## config.mk

```make
export PLATFORM = sky130hd
export DESIGN_NAME = uch_channel
export DESIGN_NICKNAME = d
export VERILOG_FILES = /design/src/verilog/uch_ram.v /design/src/verilog/uch_channel.v
export VERILOG_INCLUDE_DIRS = /design/src /design/src/include
export SDC_FILE = /design/constraint.sdc
export NUM_CORES = 1
export LEC_CHECK = 0
export CELL_PAD_IN_SITES_DETAIL_PLACEMENT = 0
export CELL_PAD_IN_SITES_GLOBAL_PLACEMENT = 2
export CORE_MARGIN = 8
export CORE_UTILIZATION = 30
export DETAILED_ROUTE_END_ITERATION = 12
export DONT_BUFFER_PORTS = 1
export PLACE_DENSITY = 0.63
export SYNTH_ARGS = -nofsm -noshare
export SYNTH_HDL_FRONTEND = slang
export SYNTH_SLANG_ARGS = --single-unit
```

## constraint.sdc

```tcl
create_clock -name pclk -period 4.75 [get_ports pclk]
set_input_delay 0.95 -clock pclk [delete_from_list [all_inputs] [get_ports pclk]]
set_output_delay 0.95 -clock pclk [all_outputs]
set_load 0.005 [all_outputs]
```

## src/include/uch_defines.vh

```
// Register offsets, field positions, reset values and timing counts
// Assumes a 50 MHz APB clock and a 16x oversampled serial bit
`ifndef UCH_DEFINES_VH
`define UCH_DEFINES_VH
// ------------------------------------------------------------
// Register byte offsets
// ------------------------------------------------------------
`define UCH_OFS_DATA 12'h000
`define UCH_OFS_MODEM_CTRL 12'h004
`define UCH_OFS_FEATURE 12'h008
`define UCH_OFS_FLOW_THR 12'h00C
`define UCH_OFS_TRIGGER 12'h010
`define UCH_OFS_DIVISOR 12'h014
`define UCH_OFS_STATUS 12'h018
// ------------------------------------------------------------
// Field positions
// ------------------------------------------------------------
`define UCH_MCR_SEND_REQ 1
`define UCH_MCR_LOOPBACK 4
`define UCH_EFR_AUTO_RTS 6
// ------------------------------------------------------------
// Reset values and timing
// ------------------------------------------------------------
`define UCH_MCR_RESET 8'h00
`define UCH_EFR_RESET 8'h00
`define UCH_THR_RESET 8'h4C
`define UCH_TRIG_RESET 8'h11
`define UCH_DIV_RESET 16'h001B
`define UCH_OVERSAMPLE 16
`define UCH_VOTE_FIRST 4'h7
`define UCH_VOTE_LAST 4'h9
`define UCH_TIMEOUT_TICKS 640
`endif

```

## src/verilog/uch_ram.v

```verilog
// Small two-port memory for one channel FIFO
// Assumes one clock; read data appear one edge after the address
`default_nettype none
module uch_ram #(
  parameter WIDTH = 9,
  parameter ADDR_W = 4
) (
  input wire pclk,
  input wire wr_en,
  input wire [ADDR_W-1:0] wr_addr,
  input wire [WIDTH-1:0] wr_data,
  input wire [ADDR_W-1:0] rd_addr,
  output reg [WIDTH-1:0] rd_data
);
  reg [WIDTH-1:0] mem [0:(1<<ADDR_W)-1];

  // ------------------------------------------------------------
  // Write and registered read
  // ------------------------------------------------------------
  always @(posedge pclk)
  begin
    if (wr_en)
    begin
      mem[wr_addr] <= wr_data;
    end
    rd_data <= mem[rd_addr];
  end
endmodule // uch_ram
`default_nettype wire

```

## src/verilog/uch_channel.v

```verilog
// One asynchronous serial channel with APB registers and pin signalling
// Assumes APB slave, bus inputs synchronous to pclk, serial_in synchronised here, 8N1 framing
`include "uch_defines.vh"
`default_nettype none
module uch_channel #(
  parameter ADDR_W = 4,
  parameter TIMEOUT_TICKS = `UCH_TIMEOUT_TICKS
) (
  input wire pclk,
  input wire presetn,
  input wire psel,
  input wire penable,
  input wire pwrite,
  input wire [11:0] paddr,
  input wire [31:0] pwdata,
  output reg [31:0] prdata,
  output reg pready,
  output reg pslverr,
  input wire serial_in,
  output reg serial_out,
  output reg send_request_out,
  output reg receive_ready_dma_out,
  output reg transmit_ready_dma_out
);
  localparam LW = ADDR_W + 1;
  localparam [LW-1:0] DEPTH = 1 << ADDR_W;
  localparam S_IDLE = 4'b0001;
  localparam S_START = 4'b0010;
  localparam S_DATA = 4'b0100;
  localparam S_STOP = 4'b1000;

  // ------------------------------------------------------------
  // Registers and bus decode
  // ------------------------------------------------------------
  reg [7:0] modem_control_reg;
  reg [7:0] enhanced_feature_reg;
  reg [7:0] flow_threshold_reg;
  reg [7:0] trigger_reg;
  reg [15:0] divisor_reg;
  wire setup = psel & ~penable;
  wire wr_acc = psel & penable & pwrite;
  wire rd_acc = psel & penable & ~pwrite;
  wire hit_data = paddr == `UCH_OFS_DATA;
  wire mapped = hit_data | (paddr == `UCH_OFS_MODEM_CTRL) | (paddr == `UCH_OFS_FEATURE) |
    (paddr == `UCH_OFS_FLOW_THR) | (paddr == `UCH_OFS_TRIGGER) |
    (paddr == `UCH_OFS_DIVISOR) | (paddr == `UCH_OFS_STATUS);
  wire loopback = modem_control_reg[`UCH_MCR_LOOPBACK];
  wire auto_rts = enhanced_feature_reg[`UCH_EFR_AUTO_RTS];

  // FIFO state
  reg [ADDR_W-1:0] tx_wp_reg, tx_rp_reg, rx_wp_reg, rx_rp_reg;
  reg [LW-1:0] tx_lvl_reg, rx_lvl_reg, rx_err_cnt_reg;
  wire [8:0] rx_q;
  wire [8:0] tx_q;
  wire tx_full = tx_lvl_reg == DEPTH;
  wire rx_empty = rx_lvl_reg == {LW{1'b0}};
  wire tx_push = wr_acc & hit_data & ~tx_full;
  wire rx_pop = rd_acc & hit_data & ~rx_empty;
  reg tx_pop;
  reg rx_push;
  reg rx_push_err;
  reg [7:0] rx_shift_reg;
  reg rx_timeout_reg;

  always @(posedge pclk or negedge presetn)
  begin
    if (!presetn)
    begin
      modem_control_reg <= `UCH_MCR_RESET;
      enhanced_feature_reg <= `UCH_EFR_RESET;
      flow_threshold_reg <= `UCH_THR_RESET;
      trigger_reg <= `UCH_TRIG_RESET;
      divisor_reg <= `UCH_DIV_RESET;
      prdata <= 32'h00000000;
      pready <= 1'b0;
      pslverr <= 1'b0;
    end
    else
    begin
      pready <= setup;
      pslverr <= setup & ~mapped;
      if (wr_acc)
      begin
        case (paddr)
          `UCH_OFS_MODEM_CTRL: modem_control_reg <= pwdata[7:0];
          `UCH_OFS_FEATURE: enhanced_feature_reg <= pwdata[7:0];
          `UCH_OFS_FLOW_THR: flow_threshold_reg <= pwdata[7:0];
          `UCH_OFS_TRIGGER: trigger_reg <= pwdata[7:0];
          `UCH_OFS_DIVISOR: divisor_reg <= pwdata[15:0];
          default: ;
        endcase
      end
      if (setup)
      begin
        case (paddr)
          `UCH_OFS_DATA: prdata <= {23'h000000, rx_q};
          `UCH_OFS_MODEM_CTRL: prdata <= {24'h000000, modem_control_reg};
          `UCH_OFS_FEATURE: prdata <= {24'h000000, enhanced_feature_reg};
          `UCH_OFS_FLOW_THR: prdata <= {24'h000000, flow_threshold_reg};
          `UCH_OFS_TRIGGER: prdata <= {24'h000000, trigger_reg};
          `UCH_OFS_DIVISOR: prdata <= {16'h0000, divisor_reg};
          `UCH_OFS_STATUS: prdata <= {11'h000, rx_timeout_reg, 3'h0, rx_err_cnt_reg != {LW{1'b0}},
            3'h0, rx_lvl_reg, 3'h0, tx_lvl_reg};
          default: prdata <= 32'h00000000;
        endcase
      end
    end
  end

  // ------------------------------------------------------------
  // FIFO pointers, levels and memories
  // ------------------------------------------------------------
  always @(posedge pclk or negedge presetn)
  begin
    if (!presetn)
    begin
      tx_wp_reg <= {ADDR_W{1'b0}};
      tx_rp_reg <= {ADDR_W{1'b0}};
      rx_wp_reg <= {ADDR_W{1'b0}};
      rx_rp_reg <= {ADDR_W{1'b0}};
      tx_lvl_reg <= {LW{1'b0}};
      rx_lvl_reg <= {LW{1'b0}};
      rx_err_cnt_reg <= {LW{1'b0}};
    end
    else
    begin
      if (tx_push)
        tx_wp_reg <= tx_wp_reg + 1'b1;
      if (tx_pop)
        tx_rp_reg <= tx_rp_reg + 1'b1;
      tx_lvl_reg <= tx_lvl_reg + {{(LW-1){1'b0}}, tx_push} - {{(LW-1){1'b0}}, tx_pop};
      if (rx_push)
        rx_wp_reg <= rx_wp_reg + 1'b1;
      if (rx_pop)
        rx_rp_reg <= rx_rp_reg + 1'b1;
      rx_lvl_reg <= rx_lvl_reg + {{(LW-1){1'b0}}, rx_push} - {{(LW-1){1'b0}}, rx_pop};
      rx_err_cnt_reg <= rx_err_cnt_reg + {{(LW-1){1'b0}}, rx_push & rx_push_err} -
        {{(LW-1){1'b0}}, rx_pop & rx_q[8]};
    end
  end

  uch_ram #(.WIDTH(9), .ADDR_W(ADDR_W)) u_tx_ram (
    .pclk(pclk),
    .wr_en(tx_push),
    .wr_addr(tx_wp_reg),
    .wr_data({1'b0, pwdata[7:0]}),
    .rd_addr(tx_rp_reg),
    .rd_data(tx_q)
  );

  uch_ram #(.WIDTH(9), .ADDR_W(ADDR_W)) u_rx_ram (
    .pclk(pclk),
    .wr_en(rx_push),
    .wr_addr(rx_wp_reg),
    .wr_data({rx_push_err, rx_shift_reg}),
    .rd_addr(rx_rp_reg),
    .rd_data(rx_q)
  );

  // ------------------------------------------------------------
  // Oversampling tick
  // ------------------------------------------------------------
  reg [15:0] baud_cnt_reg;
  reg tick_reg;
  always @(posedge pclk or negedge presetn)
  begin
    if (!presetn)
    begin
      baud_cnt_reg <= 16'h0000;
      tick_reg <= 1'b0;
    end
    else
    begin
      tick_reg <= baud_cnt_reg == 16'h0000;
      if (baud_cnt_reg == 16'h0000)
        baud_cnt_reg <= divisor_reg - 16'h0001;
      else
        baud_cnt_reg <= baud_cnt_reg - 16'h0001;
    end
  end

  // ------------------------------------------------------------
  // Transmitter
  // ------------------------------------------------------------
  reg [3:0] tx_state_reg;
  reg [3:0] tx_os_reg;
  reg [2:0] tx_bit_reg;
  reg [7:0] tx_shift_reg;
  reg tx_line_reg;
  reg tx_fetch_reg;
  always @(posedge pclk or negedge presetn)
  begin
    if (!presetn)
    begin
      tx_state_reg <= S_IDLE;
      tx_os_reg <= 4'h0;
      tx_bit_reg <= 3'h0;
      tx_shift_reg <= 8'h00;
      tx_line_reg <= 1'b1;
      tx_fetch_reg <= 1'b0;
      tx_pop <= 1'b0;
    end
    else
    begin
      tx_pop <= 1'b0;
      case (tx_state_reg)
        S_IDLE:
        begin
          tx_line_reg <= 1'b1;
          if (tx_fetch_reg)
          begin
            tx_fetch_reg <= 1'b0;
            tx_shift_reg <= tx_q[7:0];
            tx_pop <= 1'b1;
            tx_os_reg <= 4'h0;
            tx_state_reg <= S_START;
          end
          else if (tx_lvl_reg != {LW{1'b0}} && !tx_pop)
            tx_fetch_reg <= 1'b1;
        end
        S_START:
        begin
          tx_line_reg <= 1'b0;
          if (tick_reg)
          begin
            tx_os_reg <= tx_os_reg + 4'h1;
            if (tx_os_reg == 4'hF)
            begin
              tx_bit_reg <= 3'h0;
              tx_state_reg <= S_DATA;
            end
          end
        end
        S_DATA:
        begin
          tx_line_reg <= tx_shift_reg[0];
          if (tick_reg)
          begin
            tx_os_reg <= tx_os_reg + 4'h1;
            if (tx_os_reg == 4'hF)
            begin
              tx_shift_reg <= {1'b0, tx_shift_reg[7:1]};
              tx_bit_reg <= tx_bit_reg + 3'h1;
              if (tx_bit_reg == 3'h7)
                tx_state_reg <= S_STOP;
            end
          end
        end
        S_STOP:
        begin
          tx_line_reg <= 1'b1;
          if (tick_reg)
          begin
            tx_os_reg <= tx_os_reg + 4'h1;
            if (tx_os_reg == 4'hF)
              tx_state_reg <= S_IDLE;
          end
        end
        default: tx_state_reg <= S_IDLE;
      endcase
    end
  end

  // ------------------------------------------------------------
  // Receiver with three-sample vote
  // ------------------------------------------------------------
  reg rx_sync1_reg, rx_sync2_reg;
  reg [3:0] rx_state_reg;
  reg [3:0] rx_os_reg;
  reg [2:0] rx_bit_reg;
  reg [2:0] rx_vote_reg;
  reg [9:0] rx_idle_reg;
  wire rx_line = loopback ? tx_line_reg : rx_sync2_reg;
  wire [2:0] votes = {rx_vote_reg[1:0], rx_line};
  wire vote_bit = (votes[0] & votes[1]) | (votes[0] & votes[2]) | (votes[1] & votes[2]);
  wire bit_mid = tick_reg && rx_os_reg == `UCH_VOTE_LAST;
  always @(posedge pclk or negedge presetn)
  begin
    if (!presetn)
    begin
      rx_sync1_reg <= 1'b1;
      rx_sync2_reg <= 1'b1;
      rx_state_reg <= S_IDLE;
      rx_os_reg <= 4'h0;
      rx_bit_reg <= 3'h0;
      rx_vote_reg <= 3'h7;
      rx_shift_reg <= 8'h00;
      rx_push <= 1'b0;
      rx_push_err <= 1'b0;
      rx_idle_reg <= 10'h000;
      rx_timeout_reg <= 1'b0;
    end
    else
    begin
      rx_sync1_reg <= serial_in;
      rx_sync2_reg <= rx_sync1_reg;
      rx_push <= 1'b0;
      if (tick_reg)
      begin
        rx_os_reg <= rx_os_reg + 4'h1;
        if (rx_os_reg >= `UCH_VOTE_FIRST && rx_os_reg < `UCH_VOTE_LAST)
          rx_vote_reg <= {rx_vote_reg[1:0], rx_line};
      end
      case (rx_state_reg)
        S_IDLE:
        begin
          rx_os_reg <= 4'h0;
          if (!rx_line)
            rx_state_reg <= S_START;
        end
        S_START:
        begin
          if (bit_mid)
            rx_state_reg <= vote_bit ? S_IDLE : S_DATA;
          rx_bit_reg <= 3'h0;
        end
        S_DATA:
        begin
          if (bit_mid)
          begin
            rx_shift_reg <= {vote_bit, rx_shift_reg[7:1]};
            rx_bit_reg <= rx_bit_reg + 3'h1;
            if (rx_bit_reg == 3'h7)
              rx_state_reg <= S_STOP;
          end
        end
        S_STOP:
        begin
          if (bit_mid)
          begin
            rx_push <= rx_lvl_reg != DEPTH;
            rx_push_err <= ~vote_bit;
            rx_state_reg <= S_IDLE;
          end
        end
        default: rx_state_reg <= S_IDLE;
      endcase
      // Timeout after four idle character times
      if (rx_pop || rx_empty || rx_state_reg != S_IDLE)
      begin
        rx_idle_reg <= 10'h000;
        rx_timeout_reg <= 1'b0;
      end
      else if (tick_reg)
      begin
        if ({22'h000000, rx_idle_reg} == TIMEOUT_TICKS - 1)
          rx_timeout_reg <= 1'b1;
        else
          rx_idle_reg <= rx_idle_reg + 10'h001;
      end
    end
  end

  // ------------------------------------------------------------
  // Pin signalling: request, DMA ready lines, serial output
  // ------------------------------------------------------------
  reg rts_active_reg;
  wire [LW-1:0] halt_lvl = {1'b0, flow_threshold_reg[3:0]};
  wire [LW-1:0] resume_lvl = {1'b0, flow_threshold_reg[7:4]};
  wire [LW-1:0] rx_trig = {1'b0, trigger_reg[3:0]};
  wire [LW-1:0] tx_trig = {1'b0, trigger_reg[7:4]};
  wire [LW-1:0] tx_free = DEPTH - tx_lvl_reg;
  always @(posedge pclk or negedge presetn)
  begin
    if (!presetn)
    begin
      rts_active_reg <= 1'b1;
      send_request_out <= 1'b1;
      receive_ready_dma_out <= 1'b1;
      transmit_ready_dma_out <= 1'b1;
      serial_out <= 1'b1;
    end
    else
    begin
      if (rx_lvl_reg >= halt_lvl)
        rts_active_reg <= 1'b0;
      else if (rx_lvl_reg <= resume_lvl)
        rts_active_reg <= 1'b1;
      send_request_out <= ~(modem_control_reg[`UCH_MCR_SEND_REQ] &
        (~auto_rts | rts_active_reg));
      if (rx_empty || rx_err_cnt_reg != {LW{1'b0}})
        receive_ready_dma_out <= 1'b1;
      else if (rx_lvl_reg >= rx_trig || rx_timeout_reg)
        receive_ready_dma_out <= 1'b0;
      if (tx_full)
        transmit_ready_dma_out <= 1'b1;
      else if (tx_free >= tx_trig)
        transmit_ready_dma_out <= 1'b0;
      serial_out <= loopback ? 1'b1 : tx_line_reg;
    end
  end
endmodule // uch_channel
`default_nettype wire

```

## Yosys cells after proc, flatten, opt, wreduce, memory -nomap -nowiden

Memories as Yosys holds them, arrays and structs flattened. A register that Yosys moved wholly into a read port is not among the register bits.
Cells that the tools add are included.

- Mux-type cells: 59
- $add $sub $neg: 18
- Eq/ne operators: 37
- Bitwise gates (word level): 32
- Reductions and logical operators: 42
- $lt $le $gt $ge: 6

Operators by type and width:

| operator | count |
|---|---|
| 21-bit one-hot mux with 7 select lines | 1 |
| 4-bit 2-to-1 mux | 17 |
| 12-bit by 5-bit equality test with 1-bit output (second input constant) | 3 |
| 4-bit one-hot mux with 4 select lines | 2 |
| 16-bit by 1-bit subtractor with 16-bit output (second input constant) | 2 |
| 10-bit 2-to-1 mux | 3 |
| 2-bit inequality test (second input constant) | 14 |
| 4-bit by 1-bit adder with 4-bit output (second input constant) | 6 |
| 12-bit by 4-bit equality test with 1-bit output (second input constant) | 2 |
| 8-bit 2-to-1 mux | 3 |
| 2-bit AND reduction | 11 |
| 1-bit 2-to-1 mux | 21 |
| 2-bit nonzero test | 10 |
| 3-bit 2-to-1 mux | 6 |
| 4-bit equality test (second input constant) | 4 |
| 16-bit zero test | 1 |
| 16-bit 2-to-1 mux | 1 |
| 8-bit one-hot mux with 2 select lines | 1 |
| 5-bit by 1-bit adder with 5-bit output | 3 |
| 1-bit AND | 15 |
| 5-bit by 4-bit greater-or-equal comparator with 1-bit output | 3 |
| 5-bit by 1-bit subtractor with 5-bit output | 3 |
| 12-bit by 3-bit equality test with 1-bit output (second input constant) | 1 |
| 12-bit zero test | 1 |
| other kinds (32) | 60 |

- Output and inout bits: 38
- Memories kept: 2
- Memory bits (writable): 272
- Word-level logic and storage cells: 236
- Input port bits: 50
- Flip-flop bits (word level): 193

Memory list:

| memory | depth | bits a word | rd ports | clocked after Yosys merged registers in | write ports | RTL line | RTL |
|---|---|---|---|---|---|---|---|
| u_rx_ram.mem | 16 | 9 | 1 | 1 | 1 | uch_ram.v:15 | `reg [WIDTH-1:0] mem [0:(1<<ADDR_W)-1];` |
| u_tx_ram.mem | 16 | 8 | 1 | 1 | 1 | uch_ram.v:15 |  |

## Longest topological paths before layout

- Word-level depth: 9
- Depth in mapped cells: 16
- Gate-level depth less buffers: 15

## Cells and area by module

Synthesis repeated with hierarchy kept, for this count alone.

- Cell total of the unflattened synthesis: 1409
- Area total of the unflattened synthesis: 21031.4 um^2

By module, submodules not included:

| module | sequential area each (um^2) | area each (um^2) | cells an instance | times used |
|---|---|---|---|---|
| uch_ram | 4504.3 | 5780.5 | 254 | 2 |
| uch_channel | 4505.6 | 9470.3 | 901 | 1 |

## Worst setup path after synthesis

No wires, ideal clock.

- Path type: input-to-reg
- From: input paddr[9]
- To: register rx_err_cnt_reg[4]
- Path buffers: 1
- Cell stages on the path: 16
- Library setup time: 125 ps
- Arrival time: 3665 ps
- Data required time: 4625 ps
- Slack: 960 ps
- Cells stage by stage: or4_1 clkbuf_1 nor4_2 nand4b_1 nor2_2 and2_1 ha_1 inv_1 ha_1 inv_1 fa_1 inv_1 a21oi_1 nor2_1 nor2_1 xnor2_1

- Longest elaborated chain between the ends: 5

Ends and longest elaborated chain:

| item | RTL line | RTL |
|---|---|---|
| from (decl) | uch_channel.v:14 | `input wire [11:0] paddr,` |
| 12-bit zero test | - |  |
| 1-bit AND (2 in a row) | uch_channel.v:58 | `wire rx_pop = rd_acc & hit_data & ~rx_empty;` |
| 1-bit AND | uch_channel.v:138 | `{{(LW-1){1'b0}}, rx_pop & rx_q[8]};` |
| 5-bit by 1-bit subtractor with 5-bit output | uch_channel.v:137 | `rx_err_cnt_reg <= rx_err_cnt_reg + {{(LW-1){1'b0}}, rx_push & rx_push_err} -` |
| to (signal assigned) | uch_channel.v:123 | `rx_err_cnt_reg <= {LW{1'b0}};` |
| to (signal assigned) | uch_channel.v:137 |  |
| to (decl) | uch_channel.v:52 | `reg [LW-1:0] tx_lvl_reg, rx_lvl_reg, rx_err_cnt_reg;` |

Every way passes these cells.
A chain may end at the register's enable or synchronous reset.

## Worst setup path in the final report

Ends and elaborated chain as after synthesis.

==> results.toml <==
[outcome]
status = "complete, no violations"

[critical_path]
cp_common_cell = "inv_1"
critPathLaunch = "paddr[9]"
crit_buf_inv = 4
cp-end-kind = "flop"
start_kind = "input pin"
slowest_stage = "or4_1"
cp.depth = 16
critPathMaxStageDelay_ps = 700
critPathArrivalTime_ps = 4040
crit_fanout = 7
path_class = "input pin to flop"
critical_path.top_delay_family = "simple AND/OR/NAND/NOR gates"
worstPathRequired_ps = 5230
r2r_cells = 15
worstPathCellList = "or4_1 > nor4_2 > buf_4 > nand4b_1 > nor2_2 > and2_1 > ha_1 > inv_1 > ha_1 > inv_1 > fa_1 > inv_1 > a21oi_1 > nor2_1 > nor2_1 > xnor2_1"
worstReg2RegStart = "tx_lvl_reg[1]"

[sta]
fin_ws_ps = 1190
slew_viol_final = 0
setup_tns_ps = 0
tightest_slew_ps = 1180
hold_viol_final = 0
setup_violations = 0
fin_crit_ps = 3560
rsz0062_at_grt = "no"
fmax_mhz = 281
fin_crit_sh = 0.749
slew_headroom = 0.210
finalClockSkew_ps = 32.8

[synth]
async_flop_share = 0.382
yosysSeqAreaShare = 0.647
ys_warn_count = 0
synth-edff-count = 272
synth_ff_type = "edfxtp_1"
syn_area_per_cell_um2 = 15.0
synth_seq_cells = 468
netlist_instances = 1338
ys_types = 75
syn-cell-area_um2 = 20100

[finish]
reg_top3 = "u_rx_ram.mem (144), u_tx_ram.mem (128), prdata (18)"
drive_gt1_frac = 0.204
multiInputGateArea_um2 = 6640
mostFrequentLayoutCells = "edfxtp_1 (272), dfrtp_1 (155), nor2_1 (91), mux4_2 (85), nand2_1 (79)"
top_register = "u_rx_ram.mem"
register_area_um2 = 13000
largest_reg_flops = 144
final_common_cell = "edfxtp_1"
nets = 1464
nFillCells = 6441
synthToLayoutAreaGrowth_pct = 13.5

[power]
vdd_ir_drop_max_v = 0.000317
total_power_uw = 8970
power.density_nw_per_um2 = 393
p_leak_uw = 0.00796

[drt]
post-route-drc-count = 0
antenna_left = 0
drt_wl_total_um = 45300
via_count = 10800
dr.first_iter.drc_count = 684
firstDrtPassIters = 4
post_drt_wl_per_cell_um = 20.0
vias_per_cell = 4.75

[global_route]
grt.overflow.total = 0
grt_pass1_wl_um = 70000
globalRouteTotalUtil = 0.121
grt_pass1_vias = 11300
grt_max_degree = 180
grt_antenna_before_repair = 0

[die]
die_w_um = 275
die_h_um = 275
io_pins = 88
floorplan.die_area_um2 = 75600
rows = 95
start_util = 0.301
core_area_um2 = 66800

[place]
dpl.hpwl_um = 30500
place_ws_ps = 569
gp_congestion = 0.749
port_buffers = 0

[worst_hold_path]
worst_hold_path_type = "input pin to asynchronous set/reset pin"

[clocking]
clockRootBuffer = "clkbuf_16"
path_clk_slew_ps = 60
cts.path.max_buffers = 3
cts.sinks = 468
htreeDepth = 2
cts_setup_buffers = 0
cts_buffers = 51
clk_latency_ps = 600
cts_tree = "done"
postCtsHoldBufs = 0
ctsResizeCount = 0

[job]
drv_cap = 0
## worst reg2reg max path, cell delays in order (launching register included)
cell and delay, ps:
dfrtp_1 410, inv_1 140, ha_1 240, and2_1 180, ha_1 210, nor3_1 190
nand3_1 110, buf_4 220, ha_1 300, inv_1 30, ha_1 200, fa_1 400
a21oi_1 170, nor2_1 50, nor2_1 110, xnor2_1 120
## per-layer routing
metal,up-vias,share of wire,GRT usage,wire length (µm)
li1,5037,-,-,-
met4,0,0.029,0.0380,1330
met1,5487,0.47,0.165,21200
met2,154,0.47,0.193,21300
met3,77,0.035,0.0230,1590
met5,-,0,0,0
## final timing paths
check / endpoint / slack [ps]
setup / recovery: rx_err_cnt_reg[4] / 1190
hold / removal: tx_shift_reg[4] / 50
setup reg to reg: tx_lvl_reg[4] / 1590
hold reg to reg: rx_sync2_reg / 390
max in group asynchronous: tx_wp_reg[2] / 4150
min in group pclk: rx_sync1_reg / 360
## logic make-up after synthesis
group | count (synthesis) | share of synthesized area
DFF | 468 | 0.647
and+or+nand+nor | 320 | 0.0797
muxes | 163 | 0.138
AOI/OAI and AO/OA | 151 | 0.0480
buffers and inverters | 123 | 0.0259
adders and majority gates | 62 | 0.0396
xor gates and xnor gates | 50 | 0.0218
other | 1 | 0.000186
## synthesized netlist by cell type, types with 3 or more instances
cell type | number | area share
xnor2_1 | 29 | 0.013
or3_1 | 7 | 0.0022
nor4b_1 | 3 | 0.0013
buf_2 | 5 | 0.0012
dfrtp_1 | 158 | 0.20
edfxtp_1 | 272 | 0.41
buf_4 | 14 | 0.0052
and3_1 | 10 | 0.0031
a221oi_1 | 6 | 0.0026
a21oi_1 | 47 | 0.012
a22o_1 | 5 | 0.0022
nor2b_1 | 9 | 0.0028
mux2_2 | 61 | 0.034
and2_1 | 15 | 0.0047
buf_1 | 8 | 0.0015
dfstp_2 | 21 | 0.027
fa_1 | 3 | 0.0030
nand2_1 | 79 | 0.015
ha_1 | 58 | 0.036
dfxtp_1 | 17 | 0.017
o21ai_0 | 47 | 0.012
nor3b_1 | 5 | 0.0019
mux4_2 | 85 | 0.095
a22oi_1 | 6 | 0.0022
or2_2 | 3 | 0.00093
clkbuf_1 | 39 | 0.0073
nor2_1 | 91 | 0.017
xor2_1 | 21 | 0.0091
a31oi_1 | 6 | 0.0019
a21o_1 | 5 | 0.0019
inv_1 | 56 | 0.010
a211oi_1 | 4 | 0.0015
nand4_1 | 8 | 0.0025
nand3b_1 | 3 | 0.0011
or4_1 | 4 | 0.0015
mux2i_1 | 17 | 0.0085
nor4_1 | 13 | 0.0040
nor3_1 | 28 | 0.0070
nand2b_1 | 11 | 0.0034
nand3_1 | 16 | 0.0040
## cell type report
type / count / share of cell area
clock inverters: 24 / 0.0138
flip-flops and latches: 468 / 0.570
multi-input cells: 760 / 0.291
repair buffers: 15 / 0.00493
well taps: 873 / 0.0479
clock buffers: 68 / 0.0627
inverters: 57 / 0.00937
diodes: 1 / 0.000110
## metrics by stage
| stage | std cells | area [µm²] | hold WS (ps) | utilization |
|---|---|---|---|---|
| 2_1_floorplan | 1351 | 20200 | 345 | - |
| 5_1_grt | 2265 | 22800 | 21.0 | 0.342 |
| 3_5_place_dp | 2173 | 21100 | 395 | 0.316 |
| 6_report | 2266 | 22800 | 53.1 | 0.342 |
| 3_3_place_gp | 2173 | 21100 | 391 | 0.316 |
| 4_1_cts | 2265 | 22800 | 25.5 | 0.342 |
## power by group
part	internal, µW	total [µW]	switching [µW]
logic	181	399	218
clock network	2440	4110	1670
registers	4360	4450	93.1
total	6990	8970	1980
Power figures use the tool's default switching activity.
